$ cat src/oicp_pkg.sv
// package of constants and types for the display i2c command/data port
package oicp_pkg;
  // ==========================================================
  // target addresses
  localparam logic [6:0] ADDR_LOW      = 7'h3c;  // 0111100
  localparam logic [6:0] ADDR_HIGH     = 7'h3d;  // 0111101
  // ==========================================================
  // control byte fields
  localparam int         CTL_CONT_POS  = 7;
  localparam int         CTL_DC_POS    = 6;
  localparam logic [5:0] CTL_ZERO      = 6'h00;
  // ==========================================================
  // widths, depths and reset values
  localparam int         BYTE_W        = 8;
  localparam int         FIFO_DEPTH    = 4;
  localparam int         COL_W         = 7;
  localparam logic [6:0] COL_RESET     = 7'h00;
  localparam logic [3:0] BIT_LAST      = 4'h7;
  localparam logic [3:0] BIT_ACK       = 4'h8;
  localparam logic       RW_READ       = 1'b1;
  localparam logic       BS_I2C        = 1'b1;
  // ==========================================================
  // recommended host initialisation commands, for reference by tests
  localparam logic [7:0] CMD_DISP_OFF  = 8'hae;
  localparam logic [7:0] CMD_DISP_ON   = 8'haf;
  localparam logic [7:0] CMD_COL_WIN   = 8'h15;
  localparam logic [7:0] CMD_ROW_WIN   = 8'h75;
  localparam logic [7:0] CMD_CLK_DIV   = 8'hb3;
  localparam logic [7:0] CMD_FUNC_A    = 8'hab;
  localparam logic [7:0] CMD_PRECHG2   = 8'hb6;
  localparam logic [7:0] CMD_FUNC_B    = 8'hd5;

  // ==========================================================
  // parser and bit-engine states
  typedef enum logic [1:0] {PS_CTRL, PS_ONE, PS_STREAM} oicp_parse_t;
  typedef enum logic [1:0] {BS_IDLE, BS_ADDR, BS_DATA, BS_SKIP} oicp_bus_t;
endpackage : oicp_pkg

$ cat src/oicp_stream_if.sv
// byte stream carrier between the port and its fifo
`timescale 1ns/1ps
interface oicp_stream_if #(parameter int W = 9);
  logic         valid;
  logic         ready;
  logic [W-1:0] data;
  modport src  (output valid, output data, input ready);
  modport sink (input valid, input data, output ready);
endinterface : oicp_stream_if

$ cat src/oicp_port.sv
// i2c target port routing bytes to command decoder or display ram
// Summary of operation
// - answer address 0111100 with select low, 0111101 with select high
// - read/write bit: one means read, zero means write
// - after address comes control byte: continuation, select, six zeros
// - continuation zero: all following bytes are payload
// - select zero: following byte goes to command decoder
// - select one: following byte written to display ram at pointer
// - column pointer advances by one after each ram write
// - bus select low means spi, high means i2c
// - in i2c mode data/command pin is address select
`timescale 1ns/1ps
module oicp_port
  import oicp_pkg::*;
#(
  parameter int COLW  = COL_W,
  parameter int DEPTH = FIFO_DEPTH
) (
  input  wire logic            MCLK,
  input  wire logic            RST_N,
  input  wire logic            BUS_SELECT_PIN,
  input  wire logic            CMD_DATA_PIN,
  input  wire logic            SCL,
  input  wire logic            SDA_IN,
  output logic                 SDA_OUT,
  output logic                 SDA_OE,
  output logic                 OUT_VALID,
  input  wire logic            OUT_READY,
  output logic                 OUT_IS_DATA,
  output logic [BYTE_W-1:0]    OUT_BYTE,
  output logic [COLW-1:0]      RAM_COL,
  input  wire logic            COL_LOAD,
  input  wire logic [COLW-1:0] COL_LOAD_VALUE,
  output logic                 READ_MODE,
  output logic                 BUSY
);
  // ==========================================================
  // pin synchronisers
  logic [1:0] scl_sync;
  logic [1:0] sda_sync;
  logic [1:0] bs_sync;
  logic [1:0] sa_sync;
  logic       scl_d;
  logic       sda_d;

  always_ff @(posedge MCLK or negedge RST_N) begin
    if (!RST_N) begin
      scl_sync <= 2'h3;
      sda_sync <= 2'h3;
      bs_sync  <= 2'h0;
      sa_sync  <= 2'h0;
      scl_d    <= 1'b1;
      sda_d    <= 1'b1;
    end else begin
      scl_sync <= {scl_sync[0], SCL};
      sda_sync <= {sda_sync[0], SDA_IN};
      bs_sync  <= {bs_sync[0], BUS_SELECT_PIN};
      sa_sync  <= {sa_sync[0], CMD_DATA_PIN};
      scl_d    <= scl_sync[1];
      sda_d    <= sda_sync[1];
    end
  end

  logic scl_s;
  logic sda_s;
  logic i2c_en;
  logic scl_rise;
  logic scl_fall;
  logic start_c;
  logic stop_c;
  logic [6:0] my_addr;
  assign scl_s    = scl_sync[1];
  assign sda_s    = sda_sync[1];
  assign i2c_en   = (bs_sync[1] == BS_I2C);
  assign scl_rise = scl_s && !scl_d;
  assign scl_fall = !scl_s && scl_d;
  assign start_c  = i2c_en && scl_s && scl_d && sda_d && !sda_s;
  assign stop_c   = i2c_en && scl_s && scl_d && !sda_d && sda_s;
  assign my_addr  = sa_sync[1] ? ADDR_HIGH : ADDR_LOW;

  // ==========================================================
  // bit engine and byte parser state
  oicp_bus_t       bstate;
  oicp_bus_t       next_bstate;
  oicp_parse_t     pstate;
  oicp_parse_t     next_pstate;
  logic [3:0]      bitcnt;
  logic [3:0]      next_bitcnt;
  logic [7:0]      shreg;
  logic [7:0]      next_shreg;
  logic            ack;
  logic            next_ack;
  logic            dc_sel;
  logic            next_dc_sel;
  logic            rd;
  logic            next_rd;
  logic [COLW-1:0] col;
  logic [COLW-1:0] next_col;
  logic            push;
  logic [8:0]      push_word;

  oicp_stream_if #(.W(9)) f_in ();
  oicp_stream_if #(.W(9)) f_out ();

  // byte ends as scl falls after bit eight: ack then never moves sda under high scl
  logic byte_done;
  assign byte_done = scl_fall && (bitcnt == BIT_ACK);

  // bit engine, parser, column pointer
  always_comb begin
    next_bstate = bstate;
    next_pstate = pstate;
    next_bitcnt = bitcnt;
    next_shreg  = shreg;
    next_ack    = ack;
    next_dc_sel = dc_sel;
    next_rd     = rd;
    next_col    = col;
    push        = 1'b0;
    push_word   = {dc_sel, shreg};
    if (scl_rise && bitcnt <= BIT_LAST) begin
      next_shreg = {shreg[6:0], sda_s};
    end
    if (scl_rise) begin
      next_bitcnt = (bitcnt == BIT_ACK) ? 4'h0 : bitcnt + 4'h1;
    end
    // ack release at the falling edge after the ninth clock
    if (scl_fall && bitcnt == 4'h0) begin
      next_ack = 1'b0;
    end
    unique case (bstate)
      BS_IDLE: begin
        next_bitcnt = 4'h0;
      end
      BS_ADDR: begin
        if (byte_done) begin
          if (next_shreg[7:1] == my_addr) begin
            next_rd     = (next_shreg[0] == RW_READ);
            next_ack    = 1'b1;
            next_bstate = BS_DATA;
          end else begin
            next_bstate = BS_SKIP;
          end
        end
      end
      BS_DATA: begin
        // withhold ack and push while fifo is full; byte dropped, nack shows it
        if (byte_done && !rd) begin
          unique case (pstate)
            PS_CTRL: begin
              next_ack    = 1'b1;
              next_dc_sel = next_shreg[CTL_DC_POS];
              // continuation selects stream or single byte
              next_pstate = next_shreg[CTL_CONT_POS] ? PS_ONE : PS_STREAM;
            end
            PS_ONE, PS_STREAM: begin
              push      = f_in.ready;
              push_word = {dc_sel, next_shreg};
              next_ack  = f_in.ready;
              if (f_in.ready && dc_sel) begin
                next_col = col + COLW'(1);
              end
              if (pstate == PS_ONE) begin
                next_pstate = PS_CTRL;
              end
            end
            default: next_pstate = PS_CTRL;
          endcase
        end
      end
      BS_SKIP: begin
        next_ack = 1'b0;
      end
      default: next_bstate = BS_IDLE;
    endcase
    if (COL_LOAD) begin
      next_col = COL_LOAD_VALUE;
    end
    // start then address; repeated start restarts the address
    if (start_c) begin
      next_bstate = BS_ADDR;
      next_bitcnt = 4'h0;
      next_ack    = 1'b0;
      next_pstate = PS_CTRL;
    end
    if (stop_c || !i2c_en) begin
      next_bstate = BS_IDLE;
      next_pstate = PS_CTRL;
      next_ack    = 1'b0;
      next_rd     = 1'b0;
    end
  end

  always_ff @(posedge MCLK or negedge RST_N) begin
    if (!RST_N) begin
      bstate <= BS_IDLE;
      pstate <= PS_CTRL;
      bitcnt <= 4'h0;
      shreg  <= 8'h00;
      ack    <= 1'b0;
      dc_sel <= 1'b0;
      rd     <= 1'b0;
      col    <= COLW'(COL_RESET);
    end else begin
      bstate <= next_bstate;
      pstate <= next_pstate;
      bitcnt <= next_bitcnt;
      shreg  <= next_shreg;
      ack    <= next_ack;
      dc_sel <= next_dc_sel;
      rd     <= next_rd;
      col    <= next_col;
    end
  end

  // ==========================================================
  // fifo towards command decoder and display ram
  assign f_in.valid  = push;
  assign f_in.data   = push_word;
  assign f_out.ready = OUT_READY;

  oicp_fifo #(.W(9), .DEPTH(DEPTH)) u_fifo (
    .clk   (MCLK),
    .rst_n (RST_N),
    .in_s  (f_in),
    .out_s (f_out)
  );

  // outputs; reads return nothing so sda is only pulled for ack
  assign OUT_VALID   = f_out.valid;
  assign OUT_IS_DATA = f_out.data[8];
  assign OUT_BYTE    = f_out.data[7:0];
  assign SDA_OUT     = 1'b0;
  assign SDA_OE      = ack;
  assign RAM_COL     = col;
  assign READ_MODE   = rd;
  assign BUSY        = (bstate != BS_IDLE);

  // ==========================================================
  // checks
  // pointer step
  a_col_step: assert property (@(posedge MCLK) disable iff (!RST_N)
    (push && dc_sel && !COL_LOAD) |=> (col == $past(col) + COLW'(1)))
    else $error("column pointer did not advance");
  a_cmd_hold: assert property (@(posedge MCLK) disable iff (!RST_N)
    (push && !dc_sel && !COL_LOAD) |=> $stable(col))
    else $error("command moved column pointer");
  a_ram_route: assert property (@(posedge MCLK) disable iff (!RST_N)
    (push && push_word[8]) |=> OUT_VALID)
    else $error("ram byte not handed over");
  a_stop_reset: assert property (@(posedge MCLK) disable iff (!RST_N)
    stop_c |=> (pstate == PS_CTRL && bstate == BS_IDLE))
    else $error("stop did not reset parser");
  a_single_byte: assert property (@(posedge MCLK) disable iff (!RST_N)
    (push && pstate == PS_ONE && !start_c && !stop_c && i2c_en) |=> (pstate == PS_CTRL))
    else $error("single byte not followed by control");
  a_stream_stay: assert property (@(posedge MCLK) disable iff (!RST_N)
    (pstate == PS_STREAM && !start_c && !stop_c && i2c_en) |=> (pstate == PS_STREAM))
    else $error("stream mode left without stop");
  a_ack_addr: assert property (@(posedge MCLK) disable iff (!RST_N)
    (bstate == BS_ADDR && byte_done && next_shreg[7:1] == my_addr && !start_c && !stop_c
     && i2c_en) |=> ack)
    else $error("own address not acknowledged");
  a_no_ack_other: assert property (@(posedge MCLK) disable iff (!RST_N)
    (bstate == BS_SKIP) |-> !SDA_OE)
    else $error("drove sda for foreign address");
  a_spi_quiet: assert property (@(posedge MCLK) disable iff (!RST_N)
    !i2c_en |=> (bstate == BS_IDLE && !SDA_OE))
    else $error("i2c active in spi mode");
  c_ram_write: cover property (@(posedge MCLK) disable iff (!RST_N) push && dc_sel);
  c_cmd_write: cover property (@(posedge MCLK) disable iff (!RST_N) push && !dc_sel);
  c_read_addr: cover property (@(posedge MCLK) disable iff (!RST_N) $rose(rd));
  c_fifo_full: cover property (@(posedge MCLK) disable iff (!RST_N) !f_in.ready);
endmodule : oicp_port

$ cat src/oicp_fifo.sv
// small fifo with valid/ready on both sides
`timescale 1ns/1ps
module oicp_fifo #(
  parameter int W     = 9,
  parameter int DEPTH = 4
) (
  input  wire logic  clk,
  input  wire logic  rst_n,
  oicp_stream_if.sink in_s,
  oicp_stream_if.src  out_s
);
  localparam int AW = $clog2(DEPTH);
  logic [W-1:0] mem [DEPTH];
  logic [AW:0]  count;
  logic [AW:0]  next_count;
  logic [AW-1:0] wr_ptr;
  logic [AW-1:0] next_wr_ptr;
  logic [AW-1:0] rd_ptr;
  logic [AW-1:0] next_rd_ptr;
  logic         push;
  logic         pop;

  // ==========================================================
  // handshakes
  assign in_s.ready  = (count != (AW+1)'(DEPTH));
  assign out_s.valid = (count != '0);
  assign out_s.data  = mem[rd_ptr];
  assign push        = in_s.valid && in_s.ready;
  assign pop         = out_s.valid && out_s.ready;

  // pointer and count update, wrap is power of two friendly only
  always_comb begin
    next_wr_ptr = push ? wr_ptr + 1'b1 : wr_ptr;
    next_rd_ptr = pop ? rd_ptr + 1'b1 : rd_ptr;
    next_count  = count + (AW+1)'(push) - (AW+1)'(pop);
  end

  always_ff @(posedge clk or negedge rst_n) begin
    if (!rst_n) begin
      wr_ptr <= '0;
      rd_ptr <= '0;
      count  <= '0;
    end else begin
      wr_ptr <= next_wr_ptr;
      rd_ptr <= next_rd_ptr;
      count  <= next_count;
    end
  end

  // storage has no reset, valid gates it
  always_ff @(posedge clk) begin
    if (push) begin
      mem[wr_ptr] <= in_s.data;
    end
  end

  a_fifo_bound: assert property (@(posedge clk) disable iff (!rst_n)
    count <= (AW+1)'(DEPTH)) else $error("fifo count overflow");
endmodule : oicp_fifo

$ cat config.mk
export PLATFORM = sky130hd
export DESIGN_NAME = oicp_port
export DESIGN_NICKNAME = d
export VERILOG_FILES = /design/src/oicp_pkg.sv /design/src/oicp_stream_if.sv /design/src/oicp_port.sv /design/src/oicp_fifo.sv
export SDC_FILE = /design/constraint.sdc
export NUM_CORES = 1
export LEC_CHECK = 0
export BUFFER_PORTS_ARGS = -buffer_cell sky130_fd_sc_hd__clkbuf_2
export CAP_MARGIN = 10
export CORE_ASPECT_RATIO = 0.75
export CORE_MARGIN = 5
export CORE_UTILIZATION = 30
export DETAILED_ROUTE_END_ITERATION = 8
export PLACE_DENSITY = 0.49
export SETUP_SLACK_MARGIN = 0.5
export SYNTH_ARGS = -nofsm -noshare
export SYNTH_HDL_FRONTEND = slang
export SYNTH_HIERARCHICAL = 1
export SYNTH_SLANG_ARGS = --single-unit
$ cat constraint.sdc
create_clock -name MCLK -period 3.5 [get_ports MCLK]
set_clock_uncertainty 0.1 [all_clocks]
set_input_delay 0.7 -clock MCLK [delete_from_list [all_inputs] [get_ports MCLK]]
set_output_delay 0.7 -clock MCLK [all_outputs]
set_load 0.005 [all_outputs]
==> qor.csv, run 1 <==
stage;metric;value;unit
final_layout;multiInputGateArea;1340;µm²
final_layout;mostFrequentLayoutCells;37 x dfrtp_1, 36 x edfxtp_1, 34 x clkbuf_2, 17 x inv_1, 12 x nor2_1;
synthesis;ys_seq_elements;79;
synthesis;synth.cell_area;3625;µm²
floorplan;die_x;136.9;µm
synthesis;synthFlopType;dfrtp_1;
final_layout;syn_to_final_growth;18.19;%
min_path;hp-class;in2async;
detailed_routing;drt_iter0_markers;149;
sta;min_period;2.824;ns
detailed_routing;vias;2161;
synthesis;synth_area_leaders;edfxtp_1 30%, dfrtp_1 26%, mux4_2 5.6%;
clock_network;clockBufferDepth;2;
sta;slew_viol_final;0;
critical_path;end_kind;register;
power;powerDensity;604.5;nW/µm²
sta;rsz0062_at_grt;false;
critical_path;r2r_start;bitcnt[0];
detailed_routing;drcViolationCount;0;
critical_path;crit_type;reg2reg;
synthesis;synthArstFlopShare;0.5443;
synthesis;yosysTopAreaCell;edfxtp_1;
final_layout;final_cell_area;4284;µm²
detailed_routing;wirelength;6.879;mm
floorplan;coreArea;11700;µm²
synthesis;synth_edf_count;36;
sta;hold_viol;0;
sta;slew_headroom;0.4661;
sta;fmax;354.1;MHz
power;power.switching;741.0;µW
critical_path;critPathArrivalTime;2.94;ns
sta;tightestPinTransition;0.7973;ns
power;power_frac_clock;0.346;
clock_network;clock_latency;0.33;ns
clock_network;cts_buffers;9;
synthesis;ys_seq_area_frac;0.5972;
global_routing;grt_start_max_net_pins;28;
critical_path;worstRegToRegCells;14;
synthesis;yosysWarnings;6;
synthesis;yosysUniqueCellTypes;51;
final_layout;fillCellCount;1153;
run;maxCapViolations;0;
power;combPwrFrac;0.153;
floorplan;io_pins;36;
sta;setup-violations-final;0;
sta;tns;0;ns
detailed_routing;dr.pass1.iters;4;
clock_network;cts.sinks;79;
critical_path;cp.required;3.61;ns
global_routing;grt_pass1_wl;11.59;mm
final_layout;drive_gt1_frac;0.2997;
power;power_frac_seq;0.501;
clock_network;hold_buffers;0;
clock_network;clk_pin_slew;0.06;ns
clock_network;cts_tree;done;
detailed_routing;drtAntennaViolNets;0;
detailed_routing;via_per_inst;4.608;
status;outcome;finished, final reports clean;
critical_path;r2r_end;u_fifo/count[2];
power;ir_drop;0.0003556;V
clock_network;clockRootBuffer;clkbuf_16;
placed_design;placed_cell_area;3941;µm²
critical_path;start_kind;register;
global_routing;grt_pass1_vias;2240;
synthesis;syn_inst;266;
power;p_leak;0.001666;µW
critical_path;worstPathMaxFanout;9;
placed_design;gp_congestion;0.7444;
clock_network;cts_htree_levels;3;
final_layout;antennaDiodeCount;0;
power;p_int;1849;µW
final_layout;nets;330;
floorplan;num_rows;34;
global_routing;grt-ovfl-total;0;
placed_design;hpwl;4.773;mm
final_layout;final_common_cell;dfrtp_1;
placed_design;port_buffers;34;
sta;period_share;0.8069;
critical_path;regToRegSetupSlack;0.68;ns
detailed_routing;wire_per_inst;14.67;µm
power;switching_share;0.2861;
final_layout;seqCellArea;2165;µm²
global_routing;antenna_found_initial;0;
floorplan;initial_core_util;0.3098;
synthesis;synth_area_per_cell;13.63;µm²
global_routing;grt_usage;0.1035;
synthesis;yosysTopAreaCellShare;0.2982;
floorplan;die_area;14400;µm²
floorplan;die_h;105.2;µm
synthesis;synth_fp_nets;294;
==> worst max-delay path by stage <==
| stage | cells past startpoint | from | to | slack (ns) |
|---|---|---|---|---|
| 5_1_grt | 14 | bitcnt[0] | u_fifo/count[2] | 0.51 |
| 6_report | 14 | bitcnt[0] | u_fifo/count[2] | 0.68 |
| 3_3_place_gp | 14 | bitcnt[0] | u_fifo/count[2] | 0.55 |
| 2_1_floorplan | 13 | bitcnt[0] | u_fifo/count[2] | 0.63 |
| 4_1_cts | 14 | bitcnt[0] | u_fifo/count[2] | 0.50 |
| 3_5_place_dp | 14 | bitcnt[0] | u_fifo/count[2] | 0.53 |
==> per-layer routing <==
metal	track usage	wire [µm]	vias up
met5	0	0	-
met4	0.03419	96	0
met3	0.03987	295	9
met2	0.1414	2930	34
met1	0.1495	3556	1069
li1	-	-	1049
==> registers in the layout, summed over array words and instances (netlist names), 2 cells and up <==
signal,count
u_fifo/mem,36
shreg,8
RAM_COL,7
bitcnt,4
u_fifo/count,3
bs_sync,2
bstate,2
pstate,2
sa_sync,2
scl_sync,2
sda_sync,2
u_fifo/rd_ptr,2
u_fifo/wr_ptr,2
==> final cells by class <==
cell class / count / share of cell area
Clock buffer: 9 / 0.05257
Sequential cell: 79 / 0.5053
Timing Repair Buffer: 41 / 0.05199
Inverter: 17 / 0.01489
Multi-Input combinational cell: 154 / 0.3128
Clock inverter: 7 / 0.01519
Tap cell: 162 / 0.04731
==> power by group through the flow <==
stage | sequential, µW | clock [µW] | combinational (µW)
after floorplan | 1200 | 0 | 385
after global placement | 1320 | 0 | 397
after detailed placement | 1320 | 0 | 404
after CTS | 1310 | 930 | 407
after global routing | 1330 | 969 | 447
final | 1300 | 896 | 395
==> metrics by stage <==
stage	setup WS (ns)	hold slack (ns)	instances	total power (µW)	utilization
global placement	0.5502	0.2445	449	1716	0.3369
CTS	0.5040	0.2141	465	2647	0.3617
detailed placement	0.5299	0.2455	449	1728	0.3369
floorplan	0.6257	0.2312	266	1583	-
global route	0.5060	0.2332	469	2743	0.3662
finish	0.6758	0.2048	469	2590	0.3662
==> worst max-delay path, cell delays in order, from the launching register on <==
cell      delay [ns]
dfrtp_1         0.42
inv_1           0.12
ha_4            0.16
nand3b_1        0.12
nor3_2          0.17
buf_4           0.16
and3_4          0.24
nand2b_1        0.07
ha_1            0.28
inv_1           0.05
ha_1            0.13
inv_1           0.04
fa_1            0.37
xnor2_1         0.14
xnor2_1         0.14
==> cell usage after synthesis (4+ instances only) <==
| master | number |
|---|---|
| and3_1 | 5 |
| clkbuf_1 | 10 |
| edfxtp_1 | 36 |
| nor2_1 | 12 |
| and3b_1 | 5 |
| dfstp_2 | 6 |
| xnor2_1 | 6 |
| mux4_2 | 9 |
| a211o_1 | 4 |
| mux2_2 | 9 |
| nand3_1 | 9 |
| nand2_1 | 10 |
| nand2b_1 | 9 |
| inv_1 | 17 |
| o21ai_0 | 6 |
| dfrtp_1 | 37 |
| ha_1 | 12 |
| a21oi_1 | 10 |
==> cell families (layout without fill, tap and decap cells) <==
family | count (synthesis) | in the layout | synth area share
buffers and inverters | 33 | 74 | 0.04108
muxes | 21 | 21 | 0.09216
DFF | 79 | 79 | 0.5972
xor gates and xnor gates | 8 | 8 | 0.01933
and+or+nand+nor | 76 | 76 | 0.1336
other | 1 | 1 | 0.001035
adders and majority gates | 13 | 13 | 0.04694
AOI/OAI and AO/OA | 35 | 35 | 0.06869
==> what timing repair did <==
action | 4_1_cts | 5_1_grt
buffers inserted | 0 | 4
gates resized for setup | 0 | 5
setup endpoints to repair | 0 | 2
Note: power is estimated with default switching activity, not from simulation.
==> inputs of run 2 (changes only) <==
Settings changed: ABC_AREA set to 1, PLACE_DENSITY 0.49 to 0.51.
Clock period 3.5 ns to 2.35 ns, I/O delays scaled along.
==> run 2 against run 1 <==
Against the previous run: sequential share of layout area is 7.7 points lower; combinational power grew to 3.3 times the previous value; critical path depth is 1 lower; largest cell class unchanged.
==> qor.csv, run 2 <==
stage;metric;value;unit
status;outcome;finished, final reports clean;
synthesis;syn_inst;391;
synthesis;synth_area_per_cell;9.661;µm²
global_routing;use_met1;0.1570;
synthesis;synth.cell_area;3777;µm²
power;p_leak;0.002231;µW
final_layout;largest_reg_flops;36;
synthesis;synth_edf_count;36;
clock_network;clock_latency;0.33;ns
floorplan;die_area;14960;µm²
placed_design;post-place-ws;0.002236;ns
final_layout;top_register;u_fifo/mem;
critical_path;worstPathMaxFanout;6;
final_layout;syn_to_final_growth;33.92;%
power;powerDensity;844.1;nW/µm²
global_routing;antenna_found_initial;0;
clock_network;clk_pin_slew;0.06;ns
detailed_routing;dr.pass1.iters;4;
final_layout;nets;490;
detailed_routing;via_per_inst;4.449;
synthesis;ys_seq_area_frac;0.5730;
detailed_routing;drtAntennaViolNets;0;
synthesis;yosysMostFrequentCell;nand2_1;
sta;min_period;2.315;ns
detailed_routing;drcViolationCount;0;
sta;hold_viol;0;
synthesis;synth_fp_nets;419;
sta;slew_viol_final;0;
floorplan;initial_core_util;0.3070;
critical_path;critPathArrivalTime;2.27;ns
sta;finalWorstSetupSlack;0.03473;ns
global_routing;grt_usage;0.1134;
sta;tightestPinTransition;0.5588;ns
clock_network;cts_buffers;9;
clock_network;clockBufferDepth;2;
detailed_routing;drt_iter0_markers;127;
placed_design;port_buffers;34;
sta;period_share;0.9852;
floorplan;num_rows;35;
synthesis;synth_commonest_cells;90 x nand2_1, 50 x inv_1, 37 x dfrtp_1;
global_routing;grt.busiest_layer;met2;
final_layout;drive_gt1_frac;0.3747;
final_layout;mostFrequentLayoutCells;80 x nand2_1, 46 x inv_1, 36 x dfrtp_1, 36 x edfxtp_1, 30 x clkbuf_2;
run;maxCapViolations;0;
floorplan;die_x;139.6;µm
placed_design;gp_congestion;0.7966;
final_layout;instances_no_fill;633;
clock_network;clockRootBuffer;clkbuf_16;
global_routing;grt_start_max_net_pins;31;
synthesis;yosysTopAreaCell;edfxtp_1;
global_routing;use_met2;0.1703;
critical_path;timing.critical_path.from;bitcnt[1];
clock_network;cts.sinks;79;
clock_network;cts_tree;done;
detailed_routing;wire_per_inst;13.68;µm
placed_design;dp_cells;586;
critical_path;regToRegSetupSlack;0.03;ns
critical_path;start_kind;register;
clock_network;cts_htree_levels;3;
sta;slew_headroom;0.6275;
synthesis;ys_seq_elements;79;
critical_path;cp.required;2.30;ns
sta;tns;0;ns
sta;setup-violations-final;0;
final_layout;antennaDiodeCount;0;
placed_design;hpwl;5.307;mm
detailed_routing;vias;2816;
power;ir_drop;0.0003956;V
global_routing;grt_pass1_wl;13.31;mm
synthesis;yosysWarnings;6;
critical_path;worstRegToRegCells;13;
floorplan;die_h;107.2;µm
final_layout;final_common_cell;nand2_1;
synthesis;synthArstFlopShare;0.5443;
critical_path;end_kind;register;
global_routing;grt_pass1_vias;2645;
detailed_routing;wirelength;8.660;mm
global_routing;grt-ovfl-total;0;
critical_path;r2r_end;u_fifo/mem[3][5];
synthesis;synth_area_leaders;edfxtp_1 29%, dfrtp_1 25%, nand2_1 8.9%;
sta;fmax;431.9;MHz
synthesis;yosysUniqueCellTypes;44;
min_path;hp-class;in2async;
synthesis;yosysTopAreaCellShare;0.2862;
synthesis;synthFlopType;dfrtp_1;
sta;rsz0062_at_grt;true;
critical_path;r2r_start;bitcnt[1];
floorplan;coreArea;12310;µm²
floorplan;io_pins;36;
global_routing;grtUsageMet3;0.03255;
critical_path;crit_type;reg2reg;
-- run 2: cell types whose count changed in the layout (fill, tap and decap cells not counted), sizes merged, moves of 4 or more --
cell    change
buf        +33
mux2        -9
and3b       -5
xnor2       -5
a211o       -4
nand2      +91
o21ai      +19
nand3      +17
mux4        -9
nor2       +26
and3        -5
inv        +39
nand4       +4
nand2b      -9
-- run 2: kinds of logic (layout without fill, tap and decap cells) --
group           after synthesis  after routing  synth area share
compound gates               41             42           0.06360
xor+xnor                      4              4          0.009276
fa+ha+maj                    13             13           0.04505
buf+inv                      73            147           0.07850
flops                        79             79            0.5730
mux                           1              1          0.002650
other cells                   1              1         0.0009928
simple gates                179            180            0.2269
-- run 2: worst max path at each step --
stage,slack [ns],to,cells after the start
after floorplan,-0.03,u_fifo/count[1],13
after global placement,0.06,u_fifo/count[1],13
after detailed placement,0.002,u_fifo/count[1],13
after CTS,0.07,u_fifo/count[1],13
after global routing,-0.09,u_fifo/count[2],15
final,0.03,u_fifo/mem[3][5],13
-- run 2: timing repair --
action / 4_1_cts / 5_1_grt
endpoints found under the setup margin: 49 / 59
gates resized for setup: 36 / 63
pin swaps: 4 / 27
gates cloned: 4 / 4
setup buffers: 7 / 16
hold buffers: 0 / 0
endpoints found under the hold margin: 0 / 0
-- run 2: area by class of cell --
class	instances	area (µm²)
clock inverters	7	45.04
clock buffers	9	225.2
fillers	1188	7247
inverters	59	239.0
flip-flops and latches	79	2166
repair buffers	72	598.1
well taps	166	207.7
multi-input cells	241	1578
-- run 2: metal layers --
layer | wire, µm | vias up
li1 | - | 1406
met1 | 4281 | 1336
met2 | 3920 | 62
met3 | 351 | 12
met4 | 108 | 0
met5 | 0 | -
-- run 2: worst max-delay path, stage by stage (launching register included) --
cell     delay, ns
dfrtp_1       0.39
inv_2         0.09
ha_4          0.15
nand3_4       0.08
nor2_4        0.14
nand4_4       0.11
nor2_4        0.13
nand2_4       0.07
buf_4         0.13
buf_4         0.12
buf_6         0.11
buf_12        0.13
nor2_4        0.12
buf_6         0.15
-- run 2: stage by stage --
step	hold WS, ns	cell area [µm²]	util	total power [µW]
after global placement	0.2336	4214	0.3425	2589
after floorplan	0.07441	3829	-	2330
after detailed placement	0.2347	4214	0.3425	2612
after global routing	0.05625	5059	0.4111	4545
final	0.01928	5059	0.4111	4270
after CTS	0.03292	4666	0.3792	3941
-- run 2: power breakdown --
group,switching (µW),internal [µW]
clock,547,712
combinational,684,608
sequential,149,1570
total,1380,2890
==> inputs of run 3 (changes only) <==
Settings changed: PLACE_DENSITY 0.51 to 0.49.
Clock period 2.35 ns to 2.8 ns, I/O delays scaled along.
==> run 3 against run 2 <==
Against the previous run: sequential power shrank 17%; wire length shrank 13%; worst hold slack gained 0.14 ns; critical path depth is the same; register-to-register slack gained 0.38 ns; maximum frequency shrank 2.9%; clock power shrank 6%; via count shrank 6.8%; first-iteration DRC count shrank 7.1%.
==> qor.csv, run 3 (synthesized netlist as in run 2, its figures left out) <==
stage;metric;value;unit
sta;setup-violations-final;0;
final_layout;mostFrequentLayoutCells;90 x nand2_1, 46 x inv_1, 37 x dfrtp_1, 36 x edfxtp_1, 34 x clkbuf_2;
global_routing;grt_pass1_wl;12.36;mm
clock_network;cts.sinks;79;
clock_network;cts_htree_levels;3;
global_routing;use_met1;0.1452;
critical_path;r2r_end;u_fifo/count[1];
final_layout;drive_gt1_frac;0.2668;
floorplan;num_rows;35;
global_routing;grt-ovfl-total;0;
global_routing;grt_start_max_net_pins;29;
placed_design;port_buffers;34;
power;combPwrFrac;0.223;
floorplan;io_pins;36;
power;power_frac_clock;0.351;
detailed_routing;wirelength;7.538;mm
final_layout;largest_reg_flops;36;
final_layout;multiInputGateArea;1383;µm²
sta;min_period;2.384;ns
global_routing;grt.busiest_layer;met2;
detailed_routing;dr.pass1.iters;4;
sta;holdWs;0.1566;ns
sta;tightestPinTransition;0.6838;ns
clock_network;cts_buffers;9;
final_layout;seqCellArea;2165;µm²
detailed_routing;vias;2624;
critical_path;cp.required;2.92;ns
critical_path;worstRegToRegCells;13;
global_routing;antenna_found_initial;0;
final_layout;nets;469;
clock_network;clockRootBuffer;clkbuf_16;
detailed_routing;via_per_inst;4.288;
floorplan;coreArea;12310;µm²
critical_path;endpoint;u_fifo/count[1];
placed_design;post-place-ws;0.2528;ns
final_layout;antennaDiodeCount;0;
global_routing;grt_usage;0.1051;
placed_design;gp_congestion;0.7662;
final_layout;instances_no_fill;612;
sta;fmax;419.5;MHz
power;ir_drop;0.0003911;V
final_layout;syn_to_final_growth;21.70;%
global_routing;grtUsageMet3;0.03433;
sta;hold_viol;0;
global_routing;use_met2;0.1555;
detailed_routing;wire_per_inst;12.32;µm
min_path;hp-class;in2async;
detailed_routing;drt_iter0_markers;118;
detailed_routing;drcViolationCount;0;
power;power.switching;1042;µW
sta;period_share;0.8513;
sta;rsz0062_at_grt;true;
power;powerDensity;730.0;nW/µm²
floorplan;initial_core_util;0.3070;
sta;tns;0;ns
sta;slew_headroom;0.5441;
power;power_frac_seq;0.426;
critical_path;worstPathMaxFanout;2;
power;p_leak;0.002072;µW
status;outcome;finished, final reports clean;
critical_path;end_kind;register;
final_layout;final_common_cell;nand2_1;
critical_path;r2r_start;bitcnt[0];
clock_network;clk_pin_slew;0.06;ns
run;maxCapViolations;0;
critical_path;crit_type;reg2reg;
clock_network;clock_latency;0.33;ns
critical_path;timing.critical_path.from;bitcnt[0];
clock_network;cts_tree;done;
critical_path;regToRegSetupSlack;0.42;ns
clock_network;hold_buffers;0;
floorplan;die_h;107.2;µm
global_routing;grt_pass1_vias;2470;
placed_design;hpwl;5.275;mm
power;switching_share;0.3106;
final_layout;top_register;u_fifo/mem;
critical_path;start_kind;register;
final_layout;utilization;0.3736;
floorplan;die_area;14960;µm²
final_layout;fillCellCount;1230;
floorplan;die_x;139.6;µm
detailed_routing;drtAntennaViolNets;0;
placed_design;dp_cells;584;
power;p_int;2313;µW
clock_network;clockBufferDepth;2;
critical_path;critPathArrivalTime;2.51;ns
sta;slew_viol_final;0;
sta;finalWorstSetupSlack;0.4163;ns
[run 3: cell types whose count changed in the layout (fill, tap and decap cells not counted), moves of 8 or more]
cell / delta
buf_6: -12
nand2_1: +10
nor2_1: +13
nor2_4: -9
o21ai_0: +8
o21ai_2: -9
[run 3: metrics by stage]
stage,total power (µW),area [µm²]
floorplan,1955,3829
global placement,2173,4187
detailed placement,2193,4187
CTS,3394,4552
global route,3575,4597
finish,3356,4597
[run 3: per-layer routing]
layer / up-vias / wire [µm]
met3: 7 / 294
met4: 0 / 93
met1: 1202 / 3853
met2: 47 / 3297
li1: 1368 / -
met5: - / 0
[run 3: worst max-delay path: stages (launching register included)]
cell and delay [ns]:
dfrtp_1 0.39, inv_2 0.08, ha_4 0.15, nand3_4 0.09
nor2_4 0.14, nand4_4 0.10, nor2_4 0.17, nand2_4 0.07
ha_4 0.21, inv_2 0.06, ha_4 0.12, inv_2 0.04
fa_2 0.52, inv_1 0.04
[run 3: what timing repair did]
| item | 4_1_cts | 5_1_grt |
|---|---|---|
| cloned | 0 | 0 |
| pin swaps | 3 | 5 |
| resized for setup | 0 | 5 |
| setup buffers | 8 | 4 |
| endpoints found under the setup margin | 2 | 2 |
[run 3: power groups by stage]
stage,clock network [µW],logic [µW],registers [µW]
finish,1180,748,1430
global route,1270,865,1440
CTS,1220,751,1420
detailed placement,0,745,1450
global placement,0,729,1440
floorplan,0,544,1410
[run 3: how the worst min path moves through the flow]
stage,startpoint,endpoint,slack [ns],depth (start not counted)
2_1_floorplan,RST_N,RAM_COL[0],0.16,0
3_3_place_gp,bs_sync[0],bs_sync[1],0.24,0
3_5_place_dp,bs_sync[0],bs_sync[1],0.24,0
4_1_cts,RST_N,bitcnt[2],0.16,1
5_1_grt,RST_N,bitcnt[1],0.19,1
6_report,RST_N,bs_sync[0],0.16,1
[run 3: layout make-up]
class / count / share of cell area
clock buffer: 9 / 0.04899
clock inverter: 7 / 0.01742
inverter: 59 / 0.04872
multi-input combinational: 239 / 0.3008
sequential: 79 / 0.4709
tap: 166 / 0.04518
timing repair buffer: 53 / 0.06805
